$ cat src/shared/dphy_timing_pkg.sv
// constants and carriers for the lane timing override bank
// assumes a byte-wide direct register port in front of the indirect pair
package dphy_timing_pkg;
	localparam int REG_W = 8;
	localparam int NUM_TIMING = 8;
	localparam logic [7:0] INDIRECT_ADDRESS_PORT = 8'h6c;
	localparam logic [7:0] INDIRECT_DATA_PORT = 8'h6d;
	localparam logic [7:0] CLK_LANE_ZERO_TIMING = 8'h01;
	localparam logic [7:0] CLK_LANE_TRAIL_TIMING = 8'h02;
	localparam logic [7:0] CLK_LANE_POST_TIMING = 8'h03;
	localparam logic [7:0] DATA_LANE_PREPARE_TIMING = 8'h04;
	localparam logic [7:0] DATA_LANE_ZERO_TIMING = 8'h05;
	localparam logic [7:0] DATA_LANE_TRAIL_TIMING = 8'h06;
	localparam logic [7:0] DATA_LANE_EXIT_TIMING = 8'h07;
	localparam logic [7:0] LOW_POWER_PULSE_TIMING = 8'h08;
	localparam int OVERRIDE_BIT = 7;
	localparam logic [7:0] TIMING_RESET = 8'h00;
	localparam logic [7:0] INDIRECT_ADDR_RESET = 8'h00;

	typedef struct packed {
		logic [5:0] clkZero;
		logic [3:0] clkTrail;
		logic [5:0] clkPost;
		logic [4:0] dataPrepare;
		logic [4:0] dataZero;
		logic [3:0] dataTrail;
		logic [4:0] dataExit;
		logic [3:0] lpPulse;
	} lane_timing_t;

	typedef struct packed {
		logic wrEn;
		logic rdEn;
		logic [7:0] addr;
		logic [7:0] wrData;
	} reg_req_t;
endpackage
$ cat src/core/dphy_timing_override.sv
// lane timing override bank behind an indirect address/data register pair
// assumes a synchronous byte register port; reads return data one cycle after rdEn
`timescale 1ns/100ps
module dphy_timing_override (
	input wire logic clk_sys,
	input wire logic rst_b,
	input wire dphy_timing_pkg::reg_req_t regReq,
	output logic [7:0] regRdData,
	output logic regRdValid,
	input wire dphy_timing_pkg::lane_timing_t autoTiming,
	output dphy_timing_pkg::lane_timing_t effTiming,
	output logic [7:0] overrideFlags
);
	import dphy_timing_pkg::*;

	logic [7:0] timing_reg [NUM_TIMING];
	logic [7:0] indirectAddr_reg;
	logic [7:0] rdData_reg;
	logic rdValid_reg;
	logic [7:0] rdData_next;

	// offset 0 belongs to a neighbouring register; bank starts at 1
	function automatic logic inBank(input logic [7:0] a);
		return (a >= CLK_LANE_ZERO_TIMING) && (a <= LOW_POWER_PULSE_TIMING);
	endfunction

	function automatic logic [2:0] bankIdx(input logic [7:0] a);
		logic [7:0] d;
		d = a - CLK_LANE_ZERO_TIMING;
		return d[2:0];
	endfunction

	wire selInBank = inBank(indirectAddr_reg);
	wire [2:0] selIdx = bankIdx(indirectAddr_reg);
	wire addrPortHit = regReq.addr == INDIRECT_ADDRESS_PORT;
	wire dataPortHit = regReq.addr == INDIRECT_DATA_PORT;
	wire addrWrite = regReq.wrEn && addrPortHit;
	wire dataWrite = regReq.wrEn && dataPortHit && selInBank;

	// packed copy of the bank, only so assertions can test it whole
	wire [8*NUM_TIMING-1:0] bankFlat = {timing_reg[7], timing_reg[6], timing_reg[5],
		timing_reg[4], timing_reg[3], timing_reg[2], timing_reg[1], timing_reg[0]};

	// address port selects the target before the data port is used
	always_ff @(posedge clk_sys or negedge rst_b) begin
		if (!rst_b) begin
			indirectAddr_reg <= INDIRECT_ADDR_RESET;
		end else if (addrWrite) begin
			indirectAddr_reg <= regReq.wrData;
		end
	end

	// whole byte stored regardless of flag, reserved bits included
	always_ff @(posedge clk_sys or negedge rst_b) begin
		if (!rst_b) begin
			for (int i = 0; i < NUM_TIMING; i++) begin
				timing_reg[i] <= TIMING_RESET;
			end
		end else if (dataWrite) begin
			timing_reg[selIdx] <= regReq.wrData;
		end
	end

	// unmapped indirect offsets read as zero and ignore writes
	always_comb begin
		rdData_next = 8'h00;
		if (addrPortHit) begin
			rdData_next = indirectAddr_reg;
		end else if (dataPortHit && selInBank) begin
			rdData_next = timing_reg[selIdx];
		end
	end

	always_ff @(posedge clk_sys or negedge rst_b) begin
		if (!rst_b) begin
			rdData_reg <= 8'h00;
			rdValid_reg <= 1'b0;
		end else begin
			rdValid_reg <= regReq.rdEn;
			if (regReq.rdEn) begin
				rdData_reg <= rdData_next;
			end
		end
	end

	assign regRdData = rdData_reg;
	assign regRdValid = rdValid_reg;

	timing_select #(.W(6)) selClkZero (
		.regValue(timing_reg[0]),
		.autoValue(autoTiming.clkZero),
		.effValue(effTiming.clkZero),
		.overrideOn(overrideFlags[0])
	);
	timing_select #(.W(4)) selClkTrail (
		.regValue(timing_reg[1]),
		.autoValue(autoTiming.clkTrail),
		.effValue(effTiming.clkTrail),
		.overrideOn(overrideFlags[1])
	);
	timing_select #(.W(6)) selClkPost (
		.regValue(timing_reg[2]),
		.autoValue(autoTiming.clkPost),
		.effValue(effTiming.clkPost),
		.overrideOn(overrideFlags[2])
	);
	timing_select #(.W(5)) selDataPrepare (
		.regValue(timing_reg[3]),
		.autoValue(autoTiming.dataPrepare),
		.effValue(effTiming.dataPrepare),
		.overrideOn(overrideFlags[3])
	);
	timing_select #(.W(5)) selDataZero (
		.regValue(timing_reg[4]),
		.autoValue(autoTiming.dataZero),
		.effValue(effTiming.dataZero),
		.overrideOn(overrideFlags[4])
	);
	timing_select #(.W(4)) selDataTrail (
		.regValue(timing_reg[5]),
		.autoValue(autoTiming.dataTrail),
		.effValue(effTiming.dataTrail),
		.overrideOn(overrideFlags[5])
	);
	timing_select #(.W(5)) selDataExit (
		.regValue(timing_reg[6]),
		.autoValue(autoTiming.dataExit),
		.effValue(effTiming.dataExit),
		.overrideOn(overrideFlags[6])
	);
	timing_select #(.W(4)) selLpPulse (
		.regValue(timing_reg[7]),
		.autoValue(autoTiming.lpPulse),
		.effValue(effTiming.lpPulse),
		.overrideOn(overrideFlags[7])
	);

	a_clk_zero_sel: assert property (@(posedge clk_sys) disable iff (!rst_b)
		effTiming.clkZero == (timing_reg[0][7] ? timing_reg[0][5:0] : autoTiming.clkZero))
		else $error("clock zero selection wrong");
	a_clk_trail_sel: assert property (@(posedge clk_sys) disable iff (!rst_b)
		!timing_reg[1][7] |-> effTiming.clkTrail == autoTiming.clkTrail)
		else $error("clock trail not derived");
	a_clk_post_sel: assert property (@(posedge clk_sys) disable iff (!rst_b)
		(regReq.wrEn && dataPortHit && indirectAddr_reg == CLK_LANE_POST_TIMING
		&& regReq.wrData[7]) |=> effTiming.clkPost == $past(regReq.wrData[5:0]))
		else $error("clock post override not applied");
	a_data_prep_sel: assert property (@(posedge clk_sys) disable iff (!rst_b)
		timing_reg[3][7] |-> effTiming.dataPrepare == timing_reg[3][4:0])
		else $error("data prepare override lost");
	a_data_zero_sel: assert property (@(posedge clk_sys) disable iff (!rst_b)
		(regReq.wrEn && dataPortHit && indirectAddr_reg == DATA_LANE_ZERO_TIMING
		&& !regReq.wrData[7]) |=> effTiming.dataZero == autoTiming.dataZero)
		else $error("data zero should be derived");
	a_data_trail_sel: assert property (@(posedge clk_sys) disable iff (!rst_b)
		overrideFlags[5] |-> effTiming.dataTrail == timing_reg[5][3:0])
		else $error("data trail override lost");
	a_data_exit_sel: assert property (@(posedge clk_sys) disable iff (!rst_b)
		overrideFlags[6] == timing_reg[6][7] && (!overrideFlags[6]
		|| effTiming.dataExit == timing_reg[6][4:0]))
		else $error("data exit selection wrong");
	a_lp_pulse_sel: assert property (@(posedge clk_sys) disable iff (!rst_b)
		!overrideFlags[7] |-> effTiming.lpPulse == autoTiming.lpPulse)
		else $error("low-power pulse not derived");
	a_addr_port_wr: assert property (@(posedge clk_sys) disable iff (!rst_b)
		addrWrite |=> indirectAddr_reg == $past(regReq.wrData))
		else $error("address port not updated");
	a_data_port_rd: assert property (@(posedge clk_sys) disable iff (!rst_b)
		(regReq.rdEn && dataPortHit && selInBank) |=> regRdValid
		&& regRdData == $past(timing_reg[selIdx]))
		else $error("data port read wrong");
	a_field_rw_clear: assert property (@(posedge clk_sys) disable iff (!rst_b)
		dataWrite |=> timing_reg[$past(selIdx)] == $past(regReq.wrData))
		else $error("field not stored");

	// steady state: each flag picks stored field or derived value
	a_clk_trail_ovr: assert property (@(posedge clk_sys) disable iff (!rst_b)
		timing_reg[1][7] |-> effTiming.clkTrail == timing_reg[1][3:0])
		else $error("clock trail override lost");
	a_clk_post_ovr: assert property (@(posedge clk_sys) disable iff (!rst_b)
		timing_reg[2][7] |-> effTiming.clkPost == timing_reg[2][5:0])
		else $error("clock post override lost");
	a_clk_post_auto: assert property (@(posedge clk_sys) disable iff (!rst_b)
		!timing_reg[2][7] |-> effTiming.clkPost == autoTiming.clkPost)
		else $error("clock post not derived");
	a_data_prep_auto: assert property (@(posedge clk_sys) disable iff (!rst_b)
		!timing_reg[3][7] |-> effTiming.dataPrepare == autoTiming.dataPrepare)
		else $error("data prepare not derived");
	a_data_zero_ovr: assert property (@(posedge clk_sys) disable iff (!rst_b)
		timing_reg[4][7] |-> effTiming.dataZero == timing_reg[4][4:0])
		else $error("data zero override lost");
	a_data_zero_auto: assert property (@(posedge clk_sys) disable iff (!rst_b)
		!timing_reg[4][7] |-> effTiming.dataZero == autoTiming.dataZero)
		else $error("data zero not derived");
	a_data_trail_auto: assert property (@(posedge clk_sys) disable iff (!rst_b)
		!timing_reg[5][7] |-> effTiming.dataTrail == autoTiming.dataTrail)
		else $error("data trail not derived");
	a_lp_pulse_ovr: assert property (@(posedge clk_sys) disable iff (!rst_b)
		timing_reg[7][7] |-> effTiming.lpPulse == timing_reg[7][3:0])
		else $error("low-power pulse override lost");

	// a bus write reaches the timing output one edge later
	a_clk_zero_set: assert property (@(posedge clk_sys) disable iff (!rst_b)
		(dataWrite && indirectAddr_reg == CLK_LANE_ZERO_TIMING && regReq.wrData[7])
		|=> effTiming.clkZero == $past(regReq.wrData[5:0]))
		else $error("clock zero override write not applied");
	a_clk_trail_set: assert property (@(posedge clk_sys) disable iff (!rst_b)
		(dataWrite && indirectAddr_reg == CLK_LANE_TRAIL_TIMING && regReq.wrData[7])
		|=> effTiming.clkTrail == $past(regReq.wrData[3:0]))
		else $error("clock trail override write not applied");
	a_data_prep_set: assert property (@(posedge clk_sys) disable iff (!rst_b)
		(dataWrite && indirectAddr_reg == DATA_LANE_PREPARE_TIMING && regReq.wrData[7])
		|=> effTiming.dataPrepare == $past(regReq.wrData[4:0]))
		else $error("data prepare override write not applied");
	a_data_zero_set: assert property (@(posedge clk_sys) disable iff (!rst_b)
		(dataWrite && indirectAddr_reg == DATA_LANE_ZERO_TIMING && regReq.wrData[7])
		|=> effTiming.dataZero == $past(regReq.wrData[4:0]))
		else $error("data zero override write not applied");
	a_data_trail_set: assert property (@(posedge clk_sys) disable iff (!rst_b)
		(dataWrite && indirectAddr_reg == DATA_LANE_TRAIL_TIMING && regReq.wrData[7])
		|=> effTiming.dataTrail == $past(regReq.wrData[3:0]))
		else $error("data trail override write not applied");
	a_data_exit_set: assert property (@(posedge clk_sys) disable iff (!rst_b)
		(dataWrite && indirectAddr_reg == DATA_LANE_EXIT_TIMING && regReq.wrData[7])
		|=> effTiming.dataExit == $past(regReq.wrData[4:0]))
		else $error("data exit override write not applied");
	a_lp_pulse_set: assert property (@(posedge clk_sys) disable iff (!rst_b)
		(dataWrite && indirectAddr_reg == LOW_POWER_PULSE_TIMING && regReq.wrData[7])
		|=> effTiming.lpPulse == $past(regReq.wrData[3:0]))
		else $error("low-power pulse override write not applied");
	a_clk_zero_clr: assert property (@(posedge clk_sys) disable iff (!rst_b)
		(dataWrite && indirectAddr_reg == CLK_LANE_ZERO_TIMING && !regReq.wrData[7])
		|=> effTiming.clkZero == autoTiming.clkZero)
		else $error("clock zero should be derived");
	a_clk_trail_clr: assert property (@(posedge clk_sys) disable iff (!rst_b)
		(dataWrite && indirectAddr_reg == CLK_LANE_TRAIL_TIMING && !regReq.wrData[7])
		|=> effTiming.clkTrail == autoTiming.clkTrail)
		else $error("clock trail should be derived");
	a_clk_post_clr: assert property (@(posedge clk_sys) disable iff (!rst_b)
		(dataWrite && indirectAddr_reg == CLK_LANE_POST_TIMING && !regReq.wrData[7])
		|=> effTiming.clkPost == autoTiming.clkPost)
		else $error("clock post should be derived");
	a_data_prep_clr: assert property (@(posedge clk_sys) disable iff (!rst_b)
		(dataWrite && indirectAddr_reg == DATA_LANE_PREPARE_TIMING && !regReq.wrData[7])
		|=> effTiming.dataPrepare == autoTiming.dataPrepare)
		else $error("data prepare should be derived");
	a_data_trail_clr: assert property (@(posedge clk_sys) disable iff (!rst_b)
		(dataWrite && indirectAddr_reg == DATA_LANE_TRAIL_TIMING && !regReq.wrData[7])
		|=> effTiming.dataTrail == autoTiming.dataTrail)
		else $error("data trail should be derived");
	a_data_exit_clr: assert property (@(posedge clk_sys) disable iff (!rst_b)
		(dataWrite && indirectAddr_reg == DATA_LANE_EXIT_TIMING && !regReq.wrData[7])
		|=> effTiming.dataExit == autoTiming.dataExit)
		else $error("data exit should be derived");
	a_lp_pulse_clr: assert property (@(posedge clk_sys) disable iff (!rst_b)
		(dataWrite && indirectAddr_reg == LOW_POWER_PULSE_TIMING && !regReq.wrData[7])
		|=> effTiming.lpPulse == autoTiming.lpPulse)
		else $error("low-power pulse should be derived");

	// bus side of the indirect pair, then the all-flags-clear and flag mirror checks
	a_rd_valid_pulse: assert property (@(posedge clk_sys) disable iff (!rst_b)
		regReq.rdEn |=> regRdValid)
		else $error("read answer missing");
	a_rd_valid_idle: assert property (@(posedge clk_sys) disable iff (!rst_b)
		!regReq.rdEn |=> !regRdValid)
		else $error("read answer without request");
	a_rd_data_hold: assert property (@(posedge clk_sys) disable iff (!rst_b)
		!regReq.rdEn |=> $stable(regRdData))
		else $error("read data moved without a read");
	a_addr_port_rd: assert property (@(posedge clk_sys) disable iff (!rst_b)
		(regReq.rdEn && addrPortHit) |=> regRdData == $past(indirectAddr_reg))
		else $error("address port read wrong");
	a_unmapped_rd: assert property (@(posedge clk_sys) disable iff (!rst_b)
		(regReq.rdEn && dataPortHit && !selInBank) |=> regRdData == 8'h00)
		else $error("unmapped offset read not zero");
	a_other_rd: assert property (@(posedge clk_sys) disable iff (!rst_b)
		(regReq.rdEn && !addrPortHit && !dataPortHit) |=> regRdData == 8'h00)
		else $error("foreign address read not zero");
	a_addr_hold: assert property (@(posedge clk_sys) disable iff (!rst_b)
		!addrWrite |=> $stable(indirectAddr_reg))
		else $error("address port changed without a write");
	a_bank_hold: assert property (@(posedge clk_sys) disable iff (!rst_b)
		!dataWrite |=> $stable(bankFlat))
		else $error("bank changed without a write");
	a_unmapped_wr: assert property (@(posedge clk_sys) disable iff (!rst_b)
		(regReq.wrEn && dataPortHit && !selInBank) |=> $stable(bankFlat))
		else $error("unmapped offset write landed");
	a_all_auto: assert property (@(posedge clk_sys) disable iff (!rst_b)
		overrideFlags == 8'h00 |-> effTiming == autoTiming)
		else $error("stored field leaked with all flags clear");
	a_flag_mirror: assert property (@(posedge clk_sys) disable iff (!rst_b)
		overrideFlags == {timing_reg[7][7], timing_reg[6][7], timing_reg[5][7], timing_reg[4][7],
		timing_reg[3][7], timing_reg[2][7], timing_reg[1][7], timing_reg[0][7]})
		else $error("override flags do not mirror bit 7");
endmodule

$ cat src/core/timing_select.sv
// one timing parameter: override flag picks stored field over derived value
// assumes the derived value is already in clk_sys domain
`timescale 1ns/100ps
module timing_select #(
	parameter int W = 6
) (
	input wire logic [7:0] regValue,
	input wire logic [W-1:0] autoValue,
	output logic [W-1:0] effValue,
	output logic overrideOn
);
	import dphy_timing_pkg::*;
	assign overrideOn = regValue[OVERRIDE_BIT];
	// stored field is inert unless the flag is set
	assign effValue = overrideOn ? regValue[W-1:0] : autoValue;
endmodule

$ cat config.mk
export PLATFORM = sky130hd
export DESIGN_NAME = dphy_timing_override
export DESIGN_NICKNAME = d
export VERILOG_FILES = /design/src/shared/dphy_timing_pkg.sv /design/src/core/dphy_timing_override.sv /design/src/core/timing_select.sv
export SDC_FILE = /design/constraint.sdc
export NUM_CORES = 1
export LEC_CHECK = 0
export ABC_AREA = 1
export BUFFER_PORTS_ARGS = -buffer_cell sky130_fd_sc_hd__buf_2
export CAP_MARGIN = 40
export CORE_ASPECT_RATIO = 2
export CORE_MARGIN = 8
export CORE_UTILIZATION = 45
export DETAILED_ROUTE_END_ITERATION = 8
export PLACE_DENSITY = 0.8
export SYNTH_ARGS = -nofsm -noshare
export SYNTH_HDL_FRONTEND = slang
export SYNTH_SLANG_ARGS = --single-unit
$ cat constraint.sdc
create_clock -name clk_sys -period 2.9 [get_ports clk_sys]
set_clock_uncertainty 0.2 [all_clocks]
set_input_delay 0.58 -clock clk_sys [delete_from_list [all_inputs] [get_ports clk_sys]]
set_output_delay 0.58 -clock clk_sys [all_outputs]
set_load 0.02 [all_outputs]
---- Word level (Yosys, flattened, before mapping) ----
Cells that the tools add are included.
storage, ports and cells
  flip-flop bits (word level) ............. 81
  input bits .............................. 59
  output and inout port bits .............. 56
  logic and storage cells ................. 41
cells by class
  add/subtract/negate cells ............... 1
  $lt $le $gt $ge ......................... 4
  eq/ne operators ......................... 2
  multiplexer cells ....................... 16
  bitwise logic cells ..................... 1
  reduce and logical (&&, ||, !) cells .... 6
operators with widths
  kind                                                                count
  bitwise mux 64 bit                                                  1
  two-way mux 8 bit                                                   5
  binary-select mux 8 bit (select 3 bit)                              1
  demux 8 bit (select 3 bit)                                          1
  == test 8 x 7 -> 1 bit (second input constant)                      2
  two-way mux 5 bit                                                   3
  two-way mux 4 bit                                                   3
  two-way mux 6 bit                                                   2
  greater-or-equal comparator 8 x 1 -> 1 bit (second input constant)  1
  less-or-equal comparator 8 x 4 -> 1 bit (second input constant)     1
  logical AND 1 bit                                                   6
  greater-or-equal comparator 4 bit (second input constant)           1
  less-than comparator 4 x 1 -> 1 bit (second input constant)         1
  NOT 3 -> 4 bit                                                      1
  subtractor 3 x 1 -> 3 bit (second input constant)                   1

---- Depth between registers and ports, before layout ----
Gate-level depths: netlist of the first run.
  depth in word-level cells ............... 7
  depth in mapped cells ................... 14
  mapped depth without buffers ............ 11

---- By module ----
A second synthesis of the first run with hierarchy kept.
second synthesis, totals
  cells, all modules ...................... 777
  area, all modules ....................... 4,913.5 um2
by module, submodules not included
  module                            instances  cells each  area an instance (um2)  sequential area each (um2)
  dphy_timing_override              1          644         4,384.2                 2,026.9
  timing_select at selDataExit ...  3          17          67.6                    0.0
  timing_select at selClkTrail ...  3          14          56.3                    0.0
  timing_select at selClkPost ...   2          20          78.8                    0.0

---- Worst setup path after synthesis of the first run ----
OpenSTA, ideal clock, no wires.
  path kind ............................... register -> register
  start ................................... reg indirectAddr_reg[0]
  end ..................................... reg timing_reg (netlist bit bankFlat[40])
  setup time .............................. 0.117 ns
  data arrival time ....................... 2.071 ns
  data required time ...................... 2.583 ns
  path slack .............................. 0.512 ns
  stages on the path, launching flop included .. 15
  path buffers ............................ 3
  clock period less this slack ............ 2.388 ns
  cell sequence ........................... dfrtp_1 > buf_4 > inv_1 > buf_6 > buf_2 > ha_1 > inv_1 > nor2_2 > nor2_2 > inv_2 > nand2_1 > nor2_2 > nand2_2 > nand2_1 > nand2_1
on the way
  word-level cells in the longest chain between the ends .. 7
  elaborated cells on any way between the ends .. 12
  classes of those cells .................. add/sub (1); order compare (4); mux (3); bitwise (1); reduce/logical (3)
RTL lines
  item                                                                                                                   line                        text
  from (decl)                                                                                                            dphy_timing_override.sv:17  logic [7:0] indirectAddr_reg;
  from (signal assigned)                                                                                                 dphy_timing_override.sv:49  indirectAddr_reg <= regReq.wrData;
  subtractor 3 x 1 -> 3 bit                                                                                              dphy_timing_override.sv:29  d = a - CLK_LANE_ZERO_TIMING;
  NOT 3 -> 4 bit (implied by the code)                                                                                   dphy_timing_override.sv:60  timing_reg[selIdx] <= regReq.wrData;
  greater-or-equal comparator 4 bit (implied by the code) / less-than comparator 4 x 1 -> 1 bit (equally long branches)  dphy_timing_override.sv:60
  logical AND 1 bit (implied by the code)                                                                                dphy_timing_override.sv:60
  two-way mux 8 bit (implied by the code)                                                                                dphy_timing_override.sv:60
  demux 8 bit (select 3 bit)                                                                                             dphy_timing_override.sv:60
  bitwise mux 64 bit                                                                                                     dphy_timing_override.sv:60
  to (signal, indexed assignment)                                                                                        dphy_timing_override.sv:60
  to (decl)                                                                                                              dphy_timing_override.sv:16  logic [7:0] timing_reg [NUM_TIMING];
Several ways; a longest one is shown, not always the timed one.
A chain may end at the register's enable or synchronous reset.

---- Worst setup path after layout of the first run ----
  start ................................... reg indirectAddr_reg[0]
  end ..................................... reg timing_reg (netlist bit bankFlat[18])
The elaborated chain is that of the path after synthesis.

==> flow_summary.html, run 1 <==
<table>
<tr><th>Metric</th><th>Value</th></tr>
<tr><th colspan="2">Synth</th></tr>
<tr><td>Share of the synthesized area in the top cell type</td><td>42.1%</td></tr>
<tr><td>Cell Area, Synth</td><td>0.00482 mm^2</td></tr>
<tr><td>Flip-flop and latch count after synthesis</td><td>81</td></tr>
<tr><td>Share of synthesized area occupied by flip-flops and latches</td><td>42.1%</td></tr>
<tr><td>Synthesized area per cell</td><td>6.54 um^2</td></tr>
<tr><td>Library cell occupying the most area in the post-synthesis netlist</td><td>dfrtp_1</td></tr>
<tr><td>Cells after synthesis</td><td>737</td></tr>
<tr><td>Most area-consuming cells after synthesis</td><td>dfrtp_1 (42%), nand2_1 (27%), nand3_1 (8.1%)</td></tr>
<tr><td>Mapped Nets</td><td>798</td></tr>
<tr><td>Number of different library cells in the post-synthesis netlist</td><td>19</td></tr>
<tr><td>Synth warn</td><td>0</td></tr>
<tr><th colspan="2">Global routing</th></tr>
<tr><td>Global-route wire length before repair</td><td>22.7 mm</td></tr>
<tr><td>Maximum number of pins on one net before global-route repair</td><td>73</td></tr>
<tr><td>GRT Residual Overflow</td><td>0</td></tr>
<tr><td>Overall track demand over capacity in global routing</td><td>20.5%</td></tr>
<tr><td>Initial antenna violation count</td><td>0</td></tr>
<tr><td>Number of global-route vias before repair</td><td>4719</td></tr>
<tr><th colspan="2">Worst setup path</th></tr>
<tr><td>Classification of the worst setup path</td><td>reg -&gt; reg</td></tr>
<tr><td>Critical Path Start Type</td><td>flip-flop</td></tr>
<tr><td>Cell count of the worst reg-to-reg path</td><td>10</td></tr>
<tr><td>R2R setup slack</td><td>0.53 ns</td></tr>
<tr><td>Critical path capture point</td><td>bankFlat[18]$_DFFE_PN0P_</td></tr>
<tr><td>Crit Path Max Fanout</td><td>11</td></tr>
<tr><td>Crit Reg-Reg Startpoint</td><td>indirectAddr_reg[0]$_DFFE_PN0P_</td></tr>
<tr><td>Required @ worst endpoint</td><td>2.93 ns</td></tr>
<tr><td>Terminus of the critical flop-to-flop path</td><td>bankFlat[18]$_DFFE_PN0P_</td></tr>
<tr><td>Worst Path Arrival</td><td>2.41 ns</td></tr>
<tr><td>Kind of end point of the critical path</td><td>flip-flop</td></tr>
<tr><td>Source of the critical timing path</td><td>indirectAddr_reg[0]$_DFFE_PN0P_</td></tr>
<tr><th colspan="2">Power</th></tr>
<tr><td>Static leakage</td><td>3.25 nW</td></tr>
<tr><td>Cell internal power dissipation</td><td>0.00203 W</td></tr>
<tr><td>VDD IR max</td><td>0.359 mV</td></tr>
<tr><td>Share of total power in sequential cells</td><td>41.9%</td></tr>
<tr><td>Switching power of the nets</td><td>0.000714 W</td></tr>
<tr><td>Gate power share</td><td>13.3%</td></tr>
<tr><td>Power per cell area</td><td>480 mW/mm^2</td></tr>
<tr><td>Power share of the clock group</td><td>44.8%</td></tr>
<tr><td>Switching part of the total</td><td>26.0%</td></tr>
<tr><th colspan="2">Route</th></tr>
<tr><td>Starting DRT DRC Count</td><td>374</td></tr>
<tr><td>Average wire per cell in the routed design</td><td>14.8 um</td></tr>
<tr><td>Vias after detailed routing</td><td>4788</td></tr>
<tr><td>DRC violation count after routing</td><td>0</td></tr>
<tr><td>Remaining number of nets flagged by the antenna check after routing</td><td>0</td></tr>
<tr><td>Vias per Instance</td><td>4.95</td></tr>
<tr><td>Routed WL</td><td>14.3 mm</td></tr>
<tr><td>Drt first pass iters</td><td>5</td></tr>
<tr><th colspan="2">Timing</th></tr>
<tr><td>Min Clock Period, post-route</td><td>2.37 ns</td></tr>
<tr><td>Slew at the pin closest to its max-slew limit</td><td>0.585 ns</td></tr>
<tr><td>Normalized max-slew margin</td><td>60.9%</td></tr>
<tr><td>Highest clock frequency the design can meet</td><td>422 MHz</td></tr>
<tr><td>Hold slack final</td><td>0.00772 ns</td></tr>
<tr><td>Worst-case setup margin in the final layout</td><td>0.529 ns</td></tr>
<tr><td>Fin. Hold Viols</td><td>0</td></tr>
<tr><td>Total of endpoints with negative setup slack in the final report</td><td>0</td></tr>
<tr><td>Crit share post-route</td><td>81.8%</td></tr>
<tr><td>Setup repair after global routing missed its margin</td><td>false</td></tr>
<tr><td>Max-slew violation count</td><td>0</td></tr>
<tr><td>Setup TNS after final layout</td><td>0 ns</td></tr>
<tr><th colspan="2">Die</th></tr>
<tr><td>Boundary Pins</td><td>115</td></tr>
<tr><td>Die ar.</td><td>0.0145 mm^2</td></tr>
<tr><td>Initial core utilization</td><td>46.0%</td></tr>
<tr><td>Chip Height</td><td>162 um</td></tr>
<tr><td>Width of the die</td><td>89.2 um</td></tr>
<tr><td>Area of the core region</td><td>0.0105 mm^2</td></tr>
<tr><td>FP Rows</td><td>53</td></tr>
<tr><th colspan="2">CTS</th></tr>
<tr><td>Hold Buf Count CTS</td><td>0</td></tr>
<tr><td>TritonCTS clock tree</td><td>yes</td></tr>
<tr><td>Clk root buf</td><td>clkbuf_16</td></tr>
<tr><td>Worst-skew pair later-pin latency</td><td>0.35 ns</td></tr>
<tr><td>Longest Clk Path Bufs</td><td>2</td></tr>
<tr><td>Setup repair bufs after CTS</td><td>0</td></tr>
<tr><td>Clock input transition at the sequential cells of the worst setup and hold paths</td><td>0.06 ns</td></tr>
<tr><td>Number of buffers inserted during clock tree synthesis</td><td>9</td></tr>
<tr><td>Number of resized instances in the post-cts repair step</td><td>0</td></tr>
<tr><td>Clk sink count</td><td>81</td></tr>
<tr><td>H-tree depth</td><td>3</td></tr>
<tr><th colspan="2">Job</th></tr>
<tr><td>Maximum Capacitance Violations</td><td>0</td></tr>
<tr><th colspan="2">Outcome</th></tr>
<tr><td>Outcome</td><td>complete, no violations</td></tr>
<tr><th colspan="2">Final layout</th></tr>
<tr><td>Number of antenna repair diodes</td><td>0</td></tr>
<tr><td>Share of post-route cells with drive strength above 1</td><td>18.8%</td></tr>
<tr><td>Design area</td><td>0.00573 mm^2</td></tr>
<tr><td>Max reg flops</td><td>64</td></tr>
<tr><td>Area growth, synth to finish</td><td>18.9%</td></tr>
<tr><td>Fin nets</td><td>886</td></tr>
<tr><td>Core occupancy in the finished layout</td><td>54.7%</td></tr>
<tr><th colspan="2">Placement</th></tr>
<tr><td>Port Buffer Count</td><td>114</td></tr>
<tr><td>Pre-CTS WS</td><td>0.564 ns</td></tr>
<tr><td>Detailed placer's ending HPWL</td><td>10.5 mm</td></tr>
<tr><td>Standard cell area after detailed placement</td><td>0.00541 mm^2</td></tr>
<tr><td>Final GP Congestion</td><td>0.934</td></tr>
<tr><th colspan="2">Worst hold path</th></tr>
<tr><td>Min-Delay Path Class</td><td>in -&gt; async</td></tr>
</table>
cells in the mapped netlist:
library cell	n
o21bai_1	8
buf_4	11
nor2_1	25
nand2_2	8
nand2_1	344
inv_1	76
clkinv_1	1
buf_6	1
o21ai_0	39
dfrtp_1	81
nand3_1	78
ha_1	2
nor2_4	1
a21oi_1	17
buf_2	8
nor3_1	2
clkbuf_1	22
nor2_2	10
inv_2	3
kinds of logic (layout without fill, tap and decap cells):
| kind of cell | after synthesis | in the layout | share of synthesized area, % |
|---|---|---|---|
| and+or+nand+nor | 468 | 468 | 39.6 |
| DFF | 81 | 81 | 42.1 |
| buffers and inverters | 122 | 215 | 10.7 |
| AOI/OAI and AO/OA | 64 | 64 | 7.06 |
| adders and majority gates | 2 | 2 | 0.519 |
stage by stage:
stage | power [W] | instances
after floorplan | 0.00139 | 737
after global placement | 0.00153 | 951
after detailed placement | 0.00154 | 951
after CTS | 0.00276 | 967
after global routing | 0.00285 | 967
final | 0.00275 | 967
cell usage in the layout, fill, tap and decap left out, types with 3 or more instances in the layout:
master / netlist / routed
a21oi_1: 17 / 17
buf_2: 8 / 113
buf_4: 11 / 4
clkbuf_16: 0 / 9
dfrtp_1: 81 / 81
inv_1: 76 / 76
inv_2: 3 / 3
nand2_1: 344 / 344
nand2_2: 8 / 8
nand3_1: 78 / 78
nor2_1: 25 / 25
nor2_2: 10 / 10
o21ai_0: 39 / 39
o21bai_1: 8 / 8
metal layers:
metal  vias up  part of all wire, %  global-route usage [%]
li1       2431                    -                       -
met3        45                  5.3                    3.29
met2       146                   53                    35.7
met1      2166                   36                    21.6
met5         -                    0                       0
met4         0                  5.0                    13.7
worst max-delay path, stage by stage, from the launching register on:
cell     delay [ns]
dfrtp_1        0.35
inv_1          0.06
ha_1           0.23
inv_1          0.10
nor2_2         0.05
nor2_2         0.38
nand2_1        0.18
nor2_2         0.36
nand2_2        0.20
nand2_1        0.10
nand2_1        0.05
power by group through the flow:
stage	combinational [W]	clock (W)	sequential, W
floorplan	0.000203	0	0.00118
global placement	0.000361	0	0.00117
detailed placement	0.000365	0	0.00117
CTS	0.000366	0.00125	0.00115
global route	0.000403	0.00129	0.00115
finish	0.000365	0.00123	0.00115
final cells by class:
type,instances,area (um^2)
Clock inverter,5,78.8
Clock buffer,11,243
Inverter,80,300
Fill cell,1088,4750
Tap cell,137,171
Sequential cell,81,2030
Multi-Input combinational cell,534,2270
Timing Repair Buffer,119,636
worst min path at each step:
stage                                   from                  endpoint  cells past startpoint
global placement    bankFlat[36]$_DFFE_PN0P_  bankFlat[36]$_DFFE_PN0P_                      2
global route                           rst_b  bankFlat[34]$_DFFE_PN0P_                      1
floorplan                              rst_b   bankFlat[0]$_DFFE_PN0P_                      0
CTS                                    rst_b  bankFlat[39]$_DFFE_PN0P_                      1
detailed placement  bankFlat[20]$_DFFE_PN0P_  bankFlat[20]$_DFFE_PN0P_                      2
finish                                 rst_b  bankFlat[39]$_DFFE_PN0P_                      1
Power figures use the tool's default switching activity.
==> run 2, diff against run 1 <==
--- a/config.mk
+++ b/config.mk
@@ -5,14 +5,14 @@
 export SDC_FILE = /design/constraint.sdc
 export NUM_CORES = 1
 export LEC_CHECK = 0
-export ABC_AREA = 1
+export ABC_AREA = 0
 export BUFFER_PORTS_ARGS = -buffer_cell sky130_fd_sc_hd__buf_2
 export CAP_MARGIN = 40
 export CORE_ASPECT_RATIO = 2
 export CORE_MARGIN = 8
 export CORE_UTILIZATION = 45
 export DETAILED_ROUTE_END_ITERATION = 8
-export PLACE_DENSITY = 0.8
+export PLACE_DENSITY = 0.84
 export SYNTH_ARGS = -nofsm -noshare
 export SYNTH_HDL_FRONTEND = slang
 export SYNTH_SLANG_ARGS = --single-unit
==> constraint.sdc (replaced) <==
create_clock -name clk_sys -period 1.97 [get_ports clk_sys]
set_clock_uncertainty 0.2 [all_clocks]
set_input_delay 0.394 -clock clk_sys [delete_from_list [all_inputs] [get_ports clk_sys]]
set_output_delay 0.394 -clock clk_sys [all_outputs]
set_load 0.02 [all_outputs]
==> flow_summary.html, run 2 <==
<table>
<tr><th>Metric</th><th>Value</th></tr>
<tr><th colspan="2">Timing</th></tr>
<tr><td>Max-slew violation count</td><td>0 (unchanged)</td></tr>
<tr><td>Hold slack final</td><td>0.0905 ns (was 0.00772 ns)</td></tr>
<tr><td>Setup repair after global routing missed its margin</td><td>true (was false)</td></tr>
<tr><td>Min Clock Period, post-route</td><td>2.13 ns (was 2.37 ns)</td></tr>
<tr><td>Highest clock frequency the design can meet</td><td>469 MHz (was 422 MHz)</td></tr>
<tr><td>Slew at the pin closest to its max-slew limit</td><td>0.454 ns (was 0.585 ns)</td></tr>
<tr><td>Worst-case setup margin in the final layout</td><td>-0.161 ns (was 0.529 ns)</td></tr>
<tr><td>Fin. Hold Viols</td><td>0 (unchanged)</td></tr>
<tr><td>Crit share post-route</td><td>108% (was 81.8%)</td></tr>
<tr><td>Total of endpoints with negative setup slack in the final report</td><td>72 (was 0)</td></tr>
<tr><td>Normalized max-slew margin</td><td>69.8% (was 60.9%)</td></tr>
<tr><td>Setup TNS after final layout</td><td>-7.54 ns (was 0 ns)</td></tr>
<tr><th colspan="2">Power</th></tr>
<tr><td>Share of total power in sequential cells</td><td>42.6% (was 41.9%)</td></tr>
<tr><td>Power per cell area</td><td>684 mW/mm^2 (was 480 mW/mm^2)</td></tr>
<tr><td>Static leakage</td><td>2.84 nW (was 3.25 nW)</td></tr>
<tr><td>Switching power of the nets</td><td>0.000966 W (was 0.000714 W)</td></tr>
<tr><td>Power share of the clock group</td><td>41.4% (was 44.8%)</td></tr>
<tr><td>VDD IR max</td><td>0.491 mV (was 0.359 mV)</td></tr>
<tr><td>Gate power share</td><td>16.0% (was 13.3%)</td></tr>
<tr><td>Switching part of the total</td><td>24.1% (was 26.0%)</td></tr>
<tr><td>Cell internal power dissipation</td><td>0.00304 W (was 0.00203 W)</td></tr>
<tr><th colspan="2">Synth</th></tr>
<tr><td>Cells after synthesis</td><td>292 (was 737)</td></tr>
<tr><td>Number of different library cells in the post-synthesis netlist</td><td>29 (was 19)</td></tr>
<tr><td>Post-synthesis simple-gate area fraction</td><td>6.17% (was 39.6%)</td></tr>
<tr><td>Most common flop cell mapped by yosys</td><td>dfrtp_1 (unchanged)</td></tr>
<tr><td>Synthesized area per cell</td><td>14.4 um^2 (was 6.54 um^2)</td></tr>
<tr><td>Combinational family with the most area after synthesis</td><td>multiplexers (was simple AND/OR/NAND/NOR gates)</td></tr>
<tr><td>Flip-flop and latch count after synthesis</td><td>81 (unchanged)</td></tr>
<tr><td>Library cell occupying the most area in the post-synthesis netlist</td><td>dfrtp_1 (unchanged)</td></tr>
<tr><td>XOR/XNOR Fraction of Synth Area</td><td>0.209% (was 0%)</td></tr>
<tr><td>Synthesized-area fraction occupied by ao, oa, aoi and oai cells</td><td>2.29% (was 7.06%)</td></tr>
<tr><td>Adder-cell share of the synthesized area</td><td>0.596% (was 0.519%)</td></tr>
<tr><td>Most area-consuming cells after synthesis</td><td>dfrtp_1 (48%), mux2_2 (28%), mux4_2 (8.6%) (was dfrtp_1 (42%), nand2_1 (27%), nand3_1 (8.1%))</td></tr>
<tr><td>Cell Area, Synth</td><td>0.00420 mm^2 (was 0.00482 mm^2)</td></tr>
<tr><td>Fraction of synthesized area in multiplexers</td><td>39.9% (was 0%)</td></tr>
<tr><td>Share of the synthesized area in the top cell type</td><td>48.3% (was 42.1%)</td></tr>
<tr><td>Mapped Nets</td><td>353 (was 798)</td></tr>
<tr><td>FFs w/ async S/R, synth</td><td>100% (unchanged)</td></tr>
<tr><td>Commonest cells in the netlist</td><td>mux2_2 (105), dfrtp_1 (81), mux4_2 (16) (was nand2_1 (344), dfrtp_1 (81), nand3_1 (78))</td></tr>
<tr><td>Leading cell type by number of instances after synthesis</td><td>mux2_2 (was nand2_1)</td></tr>
<tr><td>Synth warn</td><td>0 (unchanged)</td></tr>
<tr><td>Share of synthesized area occupied by flip-flops and latches</td><td>48.3% (was 42.1%)</td></tr>
<tr><td>EDFF count, synth</td><td>0 (unchanged)</td></tr>
<tr><th colspan="2">Worst setup path</th></tr>
<tr><td>Buf/Inv on CP</td><td>4 (was 2)</td></tr>
<tr><td>Slowest cell on the critical path</td><td>mux4_2 (was nor2_2)</td></tr>
<tr><td>Classification of the worst setup path</td><td>reg -&gt; reg (unchanged)</td></tr>
<tr><td>Slowest cell delay on critical path</td><td>0.43 ns (was 0.38 ns)</td></tr>
<tr><td>Category of cells accounting for the largest share of critical-path delay</td><td>multiplexers (was simple AND/OR/NAND/NOR gates)</td></tr>
<tr><td>Kind of end point of the critical path</td><td>flip-flop (unchanged)</td></tr>
<tr><td>Worst Path Arrival</td><td>2.15 ns (was 2.41 ns)</td></tr>
<tr><td>Worst path most repeated cell</td><td>buf_6</td></tr>
<tr><td>Critical Path Start Type</td><td>flip-flop (unchanged)</td></tr>
<tr><td>Required @ worst endpoint</td><td>1.98 ns (was 2.93 ns)</td></tr>
<tr><td>Critical-path cell list</td><td>inv_2 &gt; ha_4 &gt; clkinv_8 &gt; buf_6 &gt; buf_6 &gt; mux4_2 &gt; mux2i_1 &gt; o21ai_1 (was inv_1 &gt; ha_1 &gt; inv_1 &gt; nor2_2 &gt; nor2_2 &gt; nand2_1 &gt; nor2_2 &gt; nand2_2 &gt; nand2_1 &gt; nand2_1)</td></tr>
<tr><td>Crit Path Max Fanout</td><td>5 (was 11)</td></tr>
<tr><th colspan="2">Final layout</th></tr>
<tr><td>Number of antenna repair diodes</td><td>0 (unchanged)</td></tr>
<tr><td>Share of post-route cells with drive strength above 1</td><td>74.3% (was 18.8%)</td></tr>
<tr><td>Filler cell count</td><td>637 (was 1088)</td></tr>
<tr><td>Max reg flops</td><td>64 (unchanged)</td></tr>
<tr><td>Fin nets</td><td>512 (was 886)</td></tr>
<tr><td>Leading cell types in the layout, fill and taps excluded</td><td>buf_2 (113), mux2_2 (103), dfrtp_1 (72) (was nand2_1 (344), buf_2 (113), dfrtp_1 (81))</td></tr>
<tr><td>Area growth, synth to finish</td><td>39.2% (was 18.9%)</td></tr>
<tr><td>Most frequent standard cell in the layout excluding fill and tap cells</td><td>buf_2 (was nand2_1)</td></tr>
<tr><td>Non-filler instance count after layout</td><td>559 (was 967)</td></tr>
<tr><th colspan="2">Global routing</th></tr>
<tr><td>Maximum number of pins on one net before global-route repair</td><td>82 (was 73)</td></tr>
<tr><td>Initial antenna violation count</td><td>0 (unchanged)</td></tr>
<tr><td>Overall track demand over capacity in global routing</td><td>19.0% (was 20.5%)</td></tr>
<tr><td>Number of global-route vias before repair</td><td>3571 (was 4719)</td></tr>
<tr><td>GRT Residual Overflow</td><td>0 (unchanged)</td></tr>
<tr><td>Global-route wire length before repair</td><td>19.3 mm (was 22.7 mm)</td></tr>
<tr><th colspan="2">Worst hold path</th></tr>
<tr><td>Min-Delay Path Class</td><td>in -&gt; reg (was in -&gt; async)</td></tr>
<tr><th colspan="2">Route</th></tr>
<tr><td>Starting DRT DRC Count</td><td>147 (was 374)</td></tr>
<tr><td>Drt first pass iters</td><td>4 (was 5)</td></tr>
<tr><td>Vias after detailed routing</td><td>3157 (was 4788)</td></tr>
<tr><td>Remaining number of nets flagged by the antenna check after routing</td><td>0 (unchanged)</td></tr>
<tr><td>Vias per Instance</td><td>5.65 (was 4.95)</td></tr>
<tr><td>DRC violation count after routing</td><td>0 (unchanged)</td></tr>
<tr><td>Routed WL</td><td>12.1 mm (was 14.3 mm)</td></tr>
<tr><td>Average wire per cell in the routed design</td><td>21.6 um (was 14.8 um)</td></tr>
<tr><th colspan="2">Die</th></tr>
<tr><td>FP Rows</td><td>50 (was 53)</td></tr>
<tr><td>Initial core utilization</td><td>45.7% (was 46.0%)</td></tr>
<tr><td>Die ar.</td><td>0.0129 mm^2 (was 0.0145 mm^2)</td></tr>
<tr><td>Width of the die</td><td>84.3 um (was 89.2 um)</td></tr>
<tr><td>Boundary Pins</td><td>115 (unchanged)</td></tr>
<tr><td>Area of the core region</td><td>0.00920 mm^2 (was 0.0105 mm^2)</td></tr>
<tr><td>Chip Height</td><td>153 um (was 162 um)</td></tr>
<tr><th colspan="2">CTS</th></tr>
<tr><td>Worst-skew pair later-pin latency</td><td>0.33 ns (was 0.35 ns)</td></tr>
<tr><td>Number of buffers inserted during clock tree synthesis</td><td>9 (unchanged)</td></tr>
<tr><td>Clk sink count</td><td>81 (unchanged)</td></tr>
<tr><td>Clk root buf</td><td>clkbuf_16 (unchanged)</td></tr>
<tr><td>Clock input transition at the sequential cells of the worst setup and hold paths</td><td>0.06 ns (about the same)</td></tr>
<tr><td>H-tree depth</td><td>3 (unchanged)</td></tr>
<tr><td>TritonCTS clock tree</td><td>yes (unchanged)</td></tr>
<tr><td>Longest Clk Path Bufs</td><td>2 (unchanged)</td></tr>
<tr><th colspan="2">Outcome</th></tr>
<tr><td>Violations in the final reports</td><td>setup timing</td></tr>
<tr><td>Outcome</td><td>finished, violations left (was complete, no violations)</td></tr>
<tr><th colspan="2">Placement</th></tr>
<tr><td>Port Buffer Count</td><td>114 (unchanged)</td></tr>
<tr><td>Cell count after placement</td><td>529 (was 951)</td></tr>
<tr><td>Final GP Congestion</td><td>0.809 (was 0.934)</td></tr>
<tr><td>Detailed placer's ending HPWL</td><td>8.50 mm (was 10.5 mm)</td></tr>
<tr><th colspan="2">Job</th></tr>
<tr><td>Maximum Capacitance Violations</td><td>0 (unchanged)</td></tr>
</table>
## run 2: cell types whose count changed after synthesis, moves of 7 or more
cell / before / now
o21ai_0: 39 / 10
a21oi_1: 17 / 8
mux4_2: 0 / 16
nand2_1: 344 / 2
nand3_1: 78 / 3
inv_1: 76 / 2
mux2i_1: 0 / 9
mux2_2: 0 / 105
nor2b_1: 0 / 8
o21bai_1: 8 / 0
buf_2: 8 / 1
nor2_2: 10 / 1
nor2_1: 25 / 2
clkbuf_1: 22 / 6
## run 2: area by class of cell
type,count,area (um^2),area share [%]
tap,104,130,2.23
inverter,3,26.3,0.449
multi-input combinational,192,2290,39.2
clock inverter,3,40.0,0.685
timing repair buffer,164,1070,18.2
sequential,81,2040,34.9
clock buffer,12,256,4.39
## run 2: routing by layer
layer | routed length [um] | track usage [%] | vias up
li1 | - | - | 1415
met1 | 4750 | 22.0 | 1551
met2 | 6020 | 31.0 | 166
met3 | 882 | 4.93 | 25
met4 | 444 | 10.4 | 0
met5 | 0 | 0 | -
## run 2: repair_timing
item                                   4_1_cts  5_1_grt
resized for setup                           39       13
hold buffers                                 1        0
buffers inserted                             8        6
setup endpoints to repair                  104       84
endpoints found under the hold margin       81        0
pin swaps                                   11       10
## run 2: cell families after synthesis
| group | count (synthesis) |
|---|---|
| AOI/OAI and AO/OA | 19 |
| and+or+nand+nor | 36 |
| muxes | 134 |
| xor gates and xnor gates | 1 |
| adders and majority gates | 2 |
| buffers and inverters | 19 |
| DFF | 81 |
## run 2: power by group through the flow
stage               registers [W]  logic, W  clock network, W
global route              0.00171  0.000682           0.00174
global placement          0.00173  0.000534                 0
detailed placement        0.00173  0.000547                 0
floorplan                 0.00173  0.000305                 0
CTS                       0.00170  0.000607           0.00168
finish                    0.00171  0.000641           0.00165
## run 2: metrics by stage
stage	area [um^2]	power [W]	util [%]	setup slack, ns
detailed placement	5210	0.00228	56.7	-0.212
global placement	5210	0.00227	56.7	-0.168
finish	5850	0.00400	63.6	-0.161
global route	5850	0.00413	63.6	-0.213
CTS	5760	0.00399	62.6	-0.130
floorplan	4350	0.00204	-	-0.276
## run 2: worst paths after layout
check	slack, ns	cells after the start	start	endpoint
setup / recovery	-0.16	8	indirectAddr_reg[1]$_DFFE_PN0P_	regRdData[4]$_DFFE_PN0P_
hold / removal	0.09	1	regReq[16]	regRdValid$_DFF_PN0_
setup reg to reg	-0.16	8	indirectAddr_reg[1]$_DFFE_PN0P_	regRdData[4]$_DFFE_PN0P_
hold reg to reg	0.30	1	bankFlat[61]$_DFFE_PN0P_	bankFlat[61]$_DFFE_PN0P_
max in group asynchronous	0.75	3	rst_b	bankFlat[55]$_DFFE_PN0P_
min in group asynchronous	0.41	3	rst_b	indirectAddr_reg[4]$_DFFE_PN0P_
## run 2: worst reg2reg max path, stage by stage, from the launching register on
cell and delay, ns:
dfrtp_1 0.37, inv_2 0.06, ha_4 0.33, clkinv_8 0.09
buf_6 0.13, buf_6 0.10, mux4_2 0.43, mux2i_1 0.20
o21ai_1 0.09
